`src/rtl/port_select_status_consts.svh`:
```
// Contract
// RULE_01 - Status bits 7..5 show general pins 7..5.
// RULE_02 - Bits 3..0 show primary or secondary pins.
// RULE_03 - Status bits meaningful only in input mode.
// RULE_04 - Second status register bit 0 shows pin 8.
// RULE_05 - Enable bit makes device answer second address.
// RULE_06 - Second address is primary address plus one.
// RULE_07 - Host sets enable before mirror remote access.
// RULE_08 - Secondary select writes secondary, reads secondary.
// RULE_09 - Host clears secondary select to read primary.
// RULE_10 - Primary select writes primary; both reads secondary.
// RULE_11 - Select bits ignored while enable bit set.
// RULE_12 - Write N starts N oscillator period window.
// RULE_13 - Read returns edges counted in last window.
// RULE_14 - Edge count saturates and holds at 0xff.
// RULE_15 - Reserved bits read zero, ignore writes.
`ifndef PORT_SELECT_STATUS_CONSTS_SVH
`define PORT_SELECT_STATUS_CONSTS_SVH

// ****************************************
// Register offsets and reset values
// ****************************************
`define OFS_PIN_STATUS_LOW   8'h1c
`define OFS_PIN_STATUS_HIGH  8'h1d
`define OFS_PORT_SELECT      8'h1e
`define OFS_FREQ_COUNTER     8'h1f
`define RST_PORT_SELECT      3'h1
`define RST_BYTE             8'h00

// ****************************************
// Field positions of the port select register
// ****************************************
`define BIT_PRIMARY_SELECT   0
`define BIT_SECONDARY_SELECT 1
`define BIT_SECONDARY_ENABLE 2

// ****************************************
// Timing and limit of the frequency counter, secondary address step
// ****************************************
`define CLK_PERIOD_NS        20
`define OSC_PERIOD_NS        40
`define OSC_CYCLES           (`OSC_PERIOD_NS / `CLK_PERIOD_NS)
`define EDGE_COUNT_MAX       8'hff
`define ADDR_STEP            7'h01

`endif

```
`src/rtl/port_select_status_pkg.sv`:
```
`include "port_select_status_consts.svh"

package port_select_status_pkg;

	// Frequency counter phases.
	typedef enum logic [0:0] {
		FC_IDLE  = 1'b0,
		FC_COUNT = 1'b1
	} fc_state_t;

	// Whole state of the register bank.
	typedef struct packed {
		logic [8:0] pri_meta;    // First stage of primary pin synchroniser.
		logic [8:0] pri_sync;    // Synchronised primary pin levels.
		logic [3:0] sec_meta;    // First stage of secondary pin synchroniser.
		logic [3:0] sec_sync;    // Synchronised secondary pin levels.
		logic [6:0] addr_meta;   // First stage of bus address strap sync.
		logic [6:0] addr_sync;   // Synchronised primary bus address.
		logic       pclk_meta;   // First stage of pixel clock sync.
		logic       pclk_sync;   // Synchronised pixel clock.
		logic       pclk_prev;   // Previous pixel clock level.
		logic [2:0] sel;         // Port access select bits.
		fc_state_t  fstate;      // Frequency counter phase.
		logic [7:0] win_left;    // Oscillator periods left in window.
		logic [1:0] osc_div;     // Core cycles within one oscillator period.
		logic [7:0] edge_cnt;    // Edges seen in the running window.
		logic [7:0] freq_result; // Edges seen in the last finished window.
		logic       resp_valid;  // Answer strobe.
		logic       resp_ack;    // Address was claimed.
		logic [7:0] rd_data;     // Read data.
		logic       wr_port0;    // Write reaches primary port bank.
		logic       wr_port1;    // Write reaches secondary port bank.
		logic       rd_port1;    // Read comes from secondary port bank.
	} state_t;

endpackage

```
`src/rtl/port_select_status_regs.sv`:
```
`timescale 1ns/10ps
`include "port_select_status_consts.svh"

module port_select_status_regs
	import port_select_status_pkg::*;
(
	// Clock and reset.
	input  wire logic       core_clk,
	input  wire logic       rst_n,
	// Pins and straps from outside the clock domain.
	input  wire logic [8:0] pri_gpio,
	input  wire logic [3:0] sec_gpio,
	input  wire logic [6:0] primary_bus_address,
	input  wire logic       pixel_clk,
	// Decoded access from the serial control bus slave.
	input  wire logic       bus_req,
	input  wire logic       bus_write,
	input  wire logic [6:0] bus_dev_addr,
	input  wire logic [7:0] bus_reg_addr,
	input  wire logic [7:0] bus_wdata,
	// Answer to the serial control bus slave.
	output logic            resp_valid_r,
	output logic            resp_ack_r,
	output logic [7:0]      rd_data_r,
	output logic            wr_port0_r,
	output logic            wr_port1_r,
	output logic            rd_port1_r
);

	// ****************************************
	// State and decode
	// ****************************************
	state_t     st_r;       // Registered state.
	state_t     st_nxt;     // Next state.
	logic [6:0] sec_addr;   // Secondary bus address.
	logic       hit_pri;    // Access to the primary address.
	logic       hit_sec;    // Access to the secondary address.
	logic       acc;        // Claimed access.
	logic       sec_en;     // Secondary address enable bit.
	logic       start;      // Write to the frequency counter.
	logic       pclk_rise;  // Pixel clock rising edge.
	logic       to_port1;   // Access is routed to the secondary bank.

	// Address decode; the second address is one above the first.
	always_comb begin
		sec_addr  = 7'(st_r.addr_sync + `ADDR_STEP); // see RULE_06
		sec_en    = st_r.sel[`BIT_SECONDARY_ENABLE];
		hit_pri   = bus_req && (bus_dev_addr == st_r.addr_sync);
		hit_sec   = bus_req && sec_en && (bus_dev_addr == sec_addr) && !hit_pri; // see RULE_05
		acc       = hit_pri || hit_sec;
		start     = acc && bus_write && (bus_reg_addr == `OFS_FREQ_COUNTER); // see RULE_12
		pclk_rise = st_r.pclk_sync && !st_r.pclk_prev;
		// Selects count only on the primary address with the enable clear.
		if (hit_sec) begin
			to_port1 = 1'b1;
		end else if (sec_en) begin
			to_port1 = 1'b0; // see RULE_11
		end else begin
			to_port1 = st_r.sel[`BIT_SECONDARY_SELECT]; // see RULE_08 RULE_09 RULE_10
		end
	end

	// ****************************************
	// Next state
	// ****************************************
	always_comb begin
		st_nxt = st_r;
		// Two flip-flop synchronisers for every foreign input.
		st_nxt.pri_meta  = pri_gpio;
		st_nxt.pri_sync  = st_r.pri_meta;
		st_nxt.sec_meta  = sec_gpio;
		st_nxt.sec_sync  = st_r.sec_meta;
		st_nxt.addr_meta = primary_bus_address;
		st_nxt.addr_sync = st_r.addr_meta;
		st_nxt.pclk_meta = pixel_clk;
		st_nxt.pclk_sync = st_r.pclk_meta;
		st_nxt.pclk_prev = st_r.pclk_sync;

		// Answer strobes last one cycle.
		st_nxt.resp_valid = bus_req;
		st_nxt.resp_ack   = acc;
		st_nxt.rd_data    = `RST_BYTE;
		st_nxt.wr_port0   = 1'b0;
		st_nxt.wr_port1   = 1'b0;
		st_nxt.rd_port1   = 1'b0;

		if (acc) begin
			// Route the access to the port banks.
			if (bus_write) begin
				if (hit_sec) begin
					st_nxt.wr_port1 = 1'b1;
				end else if (sec_en) begin
					st_nxt.wr_port0 = 1'b1; // see RULE_11
				end else begin
					st_nxt.wr_port0 = st_r.sel[`BIT_PRIMARY_SELECT]; // see RULE_10
					st_nxt.wr_port1 = st_r.sel[`BIT_SECONDARY_SELECT]; // see RULE_08
				end
			end else begin
				st_nxt.rd_port1 = to_port1;
			end
			// Register writes; reserved bits are dropped.
			if (bus_write && (bus_reg_addr == `OFS_PORT_SELECT)) begin
				st_nxt.sel = bus_wdata[2:0]; // see RULE_15
			end
			// Read data of this group; other offsets read zero here.
			if (!bus_write) begin
				case (bus_reg_addr)
					`OFS_PIN_STATUS_LOW: begin
						// Raw levels; valid only for pins in input mode. see RULE_03
						st_nxt.rd_data[7:5] = st_r.pri_sync[7:5]; // see RULE_01
						st_nxt.rd_data[3:0] = to_port1 ? st_r.sec_sync : st_r.pri_sync[3:0]; // see RULE_02
					end
					`OFS_PIN_STATUS_HIGH: begin
						st_nxt.rd_data[0] = st_r.pri_sync[8]; // see RULE_04
					end
					`OFS_PORT_SELECT: begin
						st_nxt.rd_data[2:0] = st_r.sel; // see RULE_15
					end
					`OFS_FREQ_COUNTER: begin
						st_nxt.rd_data = st_r.freq_result; // see RULE_13
					end
					default: begin
						st_nxt.rd_data = `RST_BYTE;
					end
				endcase
			end
		end

		// Frequency counter window.
		case (st_r.fstate)
			FC_IDLE: begin
				st_nxt.osc_div = 2'h0;
			end
			FC_COUNT: begin
				if (pclk_rise && (st_r.edge_cnt != `EDGE_COUNT_MAX)) begin
					st_nxt.edge_cnt = 8'(st_r.edge_cnt + 8'h01); // see RULE_14
				end
				if (st_r.osc_div == 2'(`OSC_CYCLES - 1)) begin
					st_nxt.osc_div = 2'h0;
					if (st_r.win_left == 8'h01) begin
						st_nxt.fstate      = FC_IDLE;
						st_nxt.freq_result = st_nxt.edge_cnt; // see RULE_13
					end else begin
						st_nxt.win_left = 8'(st_r.win_left - 8'h01);
					end
				end else begin
					st_nxt.osc_div = 2'(st_r.osc_div + 2'h1);
				end
			end
			default: begin
				st_nxt.fstate = FC_IDLE;
			end
		endcase
		// A write restarts the window; zero gives an empty window.
		if (start) begin
			st_nxt.win_left = bus_wdata; // see RULE_12
			st_nxt.edge_cnt = `RST_BYTE;
			st_nxt.osc_div  = 2'h0;
			if (bus_wdata == `RST_BYTE) begin
				st_nxt.fstate      = FC_IDLE;
				st_nxt.freq_result = `RST_BYTE;
			end else begin
				st_nxt.fstate = FC_COUNT;
			end
		end
	end

	// ****************************************
	// State register
	// ****************************************
	always_ff @(posedge core_clk or negedge rst_n) begin
		if (!rst_n) begin
			st_r     <= '0;
			st_r.sel <= `RST_PORT_SELECT;
		end else begin
			st_r <= st_nxt;
		end
	end

	// Outputs straight from the state register.
	always_comb begin
		resp_valid_r = st_r.resp_valid;
		resp_ack_r   = st_r.resp_ack;
		rd_data_r    = st_r.rd_data;
		wr_port0_r   = st_r.wr_port0;
		wr_port1_r   = st_r.wr_port1;
		rd_port1_r   = st_r.rd_port1;
	end
endmodule

```
`config.mk`:
```
export PLATFORM = sky130hd
export DESIGN_NAME = port_select_status_regs
export DESIGN_NICKNAME = d
export VERILOG_FILES = /design/src/rtl/port_select_status_pkg.sv /design/src/rtl/port_select_status_regs.sv
export VERILOG_INCLUDE_DIRS = /design/src /design/src/rtl
export SDC_FILE = /design/constraint.sdc
export NUM_CORES = 1
export LEC_CHECK = 0
export ABC_AREA = 1
export BUFFER_PORTS_ARGS = -buffer_cell sky130_fd_sc_hd__buf_2
export CAP_MARGIN = 25
export CORE_UTILIZATION = 40
export DETAILED_ROUTE_END_ITERATION = 12
export HOLD_SLACK_MARGIN = 0.03
export SLEW_MARGIN = 20
export SYNTH_ARGS = -nofsm -noshare
export SYNTH_HDL_FRONTEND = slang
export SYNTH_SLANG_ARGS = --single-unit
export TNS_END_PERCENT = 50
```
`constraint.sdc`:
```
create_clock -name core_clk -period 3.2 [get_ports core_clk]
set_input_delay 0.16 -clock core_clk [delete_from_list [all_inputs] [get_ports core_clk]]
set_output_delay 0.16 -clock core_clk [all_outputs]
set_load 0.02 [all_outputs]
```
==> reports/qor.log <==
qor: synthesis.synth_async_sr_flop_share 1.00
qor: synthesis.post_synth_mux_area_share 0.00257
qor: sta.finalSetupTns 0 ns
qor: setup_path.worst-setup-path-type reg -> reg
qor: clock_tree.cts_tree yes
qor: die.pin_count 61
qor: setup_path.crit_top_cell sky130_fd_sc_hd__nand2_1
qor: sta.max_freq 0.417 GHz
qor: die.die_height 101 microns
qor: final_layout.layout.filler_cells 883
qor: setup_path.startpoint_type register
qor: setup_path.crit_arrival 2.66 ns
qor: synthesis.netlist_instances 462
qor: global_route.antenna_found_initial 0
qor: place.dpl.hpwl 5310 microns
qor: sta.timing.final.setup_violations 0
qor: sta.timing_worst_slew_pin_value 0.798 ns
qor: setup_path.critPathSlowestCell sky130_fd_sc_hd__dfrtp_1
qor: die.fp.coreArea 9330 sq um
qor: final_layout.area_delta_synth_final 19.5%
qor: place.placed_cells 635
qor: drt.ant_nets 0
qor: clock_tree.cts_num_sinks 84
qor: place.place.port_buffers 59
qor: synthesis.synth-edff-count 0
qor: sta.slew_viol_final 0
qor: setup_path.critPathBufInv 2
qor: setup_path.critical_path.endpoint_type register
qor: status.outcome complete, no violations
qor: sta.finClkSkew 0.00952 ns
qor: drt.drcViolationCount 0
qor: setup_path.crit_path_cell_chain ha_1 > nand2_1 > nand3_1 > nor2_1 > nand2_1 > nor2_1 > nand2_2 > nand2_4 > nand3_4 > inv_1 > nand2_1 > nand2_1 > inv_1
qor: global_route.grt_first_pass_wirelength 13200 microns
qor: setup_path.cp_top_family simple AND/OR/NAND/NOR gates
qor: global_route.grt_start_max_net_pins 85
qor: sta.hold_slack_final 0.0917 ns
qor: final_layout.layout_common_cells sky130_fd_sc_hd__nand2_1, sky130_fd_sc_hd__dfrtp_1, sky130_fd_sc_hd__inv_1, sky130_fd_sc_hd__buf_2, sky130_fd_sc_hd__nand3_1
qor: run.cap_viol_max_count 0
qor: synthesis.synth_compound_area_frac 0.0585
qor: place.placed_area 4250 sq um
qor: final_layout.final_common_cell sky130_fd_sc_hd__nand2_1
qor: clock_tree.cts_inserted_buffers 9
qor: power_and_ir_drop.power.total 2350 uW
qor: setup_path.worstPathRequired 3.46 ns
qor: die.die_area 10100 sq um
qor: clock_tree.reg_clk_slew_reported_paths 0.09 ns
qor: clock_tree.htree_num_levels 3
qor: drt.dr.pass1.iters 4
qor: synthesis.mappedNetlistNets 514
qor: synthesis.synth.yosys.warnings 0
qor: place.routability_driven_placement_congestion_ratio 0.804
qor: synthesis.ys_dominant_reg_cell sky130_fd_sc_hd__dfrtp_1
qor: synthesis.synthesized_area_fraction_occupied_by_and_or_nand_nor_cells 0.265
qor: power_and_ir_drop.pwr_density_cell 504 nW/um^2
qor: drt.viasPerCell 4.56
qor: sta.finalWorstPathRequiredPeriod 2.40 ns
qor: drt.drt_iter0_markers 91
qor: global_route.global_route.overflow_total 0
qor: synthesis.postSynthRegisterBits 84
qor: die.dieWidth 101 microns
qor: sta.worst_slew_margin_rel 0.463
qor: global_route.global_route.usage.total 0.168
qor: drt.via_count 3069
qor: final_layout.stdcell_area 4650 sq um
qor: power_and_ir_drop.power.static_leakage 0.00249 uW
qor: hold_path.timing.hold.worst.class in -> reg
qor: die.initial_utilization 0.417
qor: sta.grt_setup_unrepaired false
qor: power_and_ir_drop.vdd.ir_drop.worst 0.000274 V
qor: synthesis.synth_xor_area_frac 0.0135
qor: final_layout.final_layout_size_suffix_gt1_frac 0.167
qor: clock_tree.cts_resized 0
qor: drt.postRouteWirelength 7570 microns
qor: synthesis.syn_area 3890 sq um
qor: clock_tree.cts.path.max_buffers 2
qor: synthesis.post_synth_fa_ha_maj_area_fraction 0.0129
qor: synthesis.avgSynthCellArea 8.43 sq um
qor: synthesis.yosys.cell_types.count 33
qor: final_layout.nNetsFinal 591
qor: final_layout.diodes_inserted 0
qor: final_layout.layout.cells.non_filler 673
qor: global_route.grt_pass1_vias 3002
qor: clock_tree.cts-root-buf sky130_fd_sc_hd__clkbuf_8
qor: setup_path.max_stage_delay 0.43 ns
qor: clock_tree.worstSkewPairLatency 0.36 ns
qor: sta.timing.final.hold_violations 0
qor: synthesis.seq_area_frac_synth 0.540
qor: sta.final.period_utilization 0.750
qor: drt.wl_per_cell 11.3 microns
qor: setup_path.critical_path_maximum_fanout 31
qor: die.floorplan.rows 35
qor: synthesis.combinational_family_with_the_most_area_after_synthesis simple AND/OR/NAND/NOR gates
## where the power goes
group / internal [uW] / total [uW] / switching, uW / leakage (uW)
sequential: 1150 / 1230 / 76.6 / 0.00101
clock: 310 / 700 / 391 / 0.0000897
combinational: 173 / 415 / 242 / 0.00138
total: 1640 / 2350 / 710 / 0.00249
## worst min-delay path: cells and delay by family
| family | cells | cell delay [ns] |
|---|---|---|
| AOI/OAI and AO/OA | 1 | 0.09 |
| buffers and inverters | 2 | 0.19 |
## cells in the mapped netlist (4+ instances only)
master | instances | area, sq um
sky130_fd_sc_hd__nor4_1 | 4 | 25.0
sky130_fd_sc_hd__xor2_1 | 6 | 52.6
sky130_fd_sc_hd__buf_4 | 10 | 75.1
sky130_fd_sc_hd__a21oi_1 | 14 | 70.1
sky130_fd_sc_hd__o21ai_1 | 5 | 25.0
sky130_fd_sc_hd__inv_1 | 80 | 300
sky130_fd_sc_hd__nand2_1 | 118 | 443
sky130_fd_sc_hd__o21ai_0 | 13 | 65.1
sky130_fd_sc_hd__nor2_1 | 29 | 109
sky130_fd_sc_hd__nand3_1 | 50 | 250
sky130_fd_sc_hd__dfrtp_1 | 83 | 2080
sky130_fd_sc_hd__nor2_2 | 4 | 25.0
sky130_fd_sc_hd__nand4_1 | 13 | 81.3
sky130_fd_sc_hd__ha_1 | 4 | 50.1
## cell type report
type                    instances  area (sq um)  share of cell area
clock inverters                 6          46.3             0.00995
clock buffers                  10           138              0.0296
inverters                      81           304              0.0653
well taps                     129           161              0.0347
multi-input cells             281          1370               0.295
repair buffers                 82           529               0.114
flip-flops and latches         84          2100               0.452
## cell families after synthesis
family,after synthesis
buffers and inverters,97
adder cells (fa/ha/maj),4
flip-flops,84
AO/OA/AOI/OAI,41
multiplexers,1
XOR/XNOR,6
AND/OR/NAND/NOR,229
## through the flow
| step | util | setup WS (ns) |
|---|---|---|
| 3_3_place_gp | 0.455 | 0.840 |
| 4_1_cts | 0.498 | 0.760 |
| 5_1_grt | 0.499 | 0.505 |
| 3_5_place_dp | 0.455 | 0.779 |
| 2_1_floorplan | - | 1.41 |
| 6_report | 0.499 | 0.800 |
## routing by layer
layer | wire, microns | share of wire | track usage
met5 | 0 | 0 | 0
met4 | 102 | 0.013 | 0.0546
met3 | 266 | 0.035 | 0.0451
met2 | 3510 | 0.46 | 0.276
met1 | 3700 | 0.49 | 0.216
## registers in the layout, indices dropped and copies added (netlist names)
signal,count
resp_valid_r,1
wr_port0_r,1
sec_en,1
rd_port1_r,1
resp_ack_r,1
rd_data_r,8
wr_port1_r,1
st_r,49
st_nxt,21
## timing repair
item,4_1_cts,5_1_grt
setup buffers,0,0
endpoints found under the hold margin,65,0
hold buffers,22,0
## path summary, 6_finish.rpt
check                      slack (ns)            startpoint  cells after the start                    to
min reg2reg                      0.35  st_nxt[44]$_DFF_PN0_                      0  st_nxt[43]$_DFF_PN0_
max reg2reg                      0.80    st_r[46]$_DFF_PN0_                     13    st_r[17]$_DFF_PN0_
min                              0.09          bus_wdata[0]                      3  st_r[40]$_DFFE_PN1P_
max in group asynchronous        2.28                 rst_n                      2  st_r[37]$_DFFE_PN0P_
min in group asynchronous        0.41                 rst_n                      2  st_nxt[60]$_DFF_PN0_
max                              0.80    st_r[46]$_DFF_PN0_                     13    st_r[17]$_DFF_PN0_
Note: power is estimated with default switching activity, not from simulation.
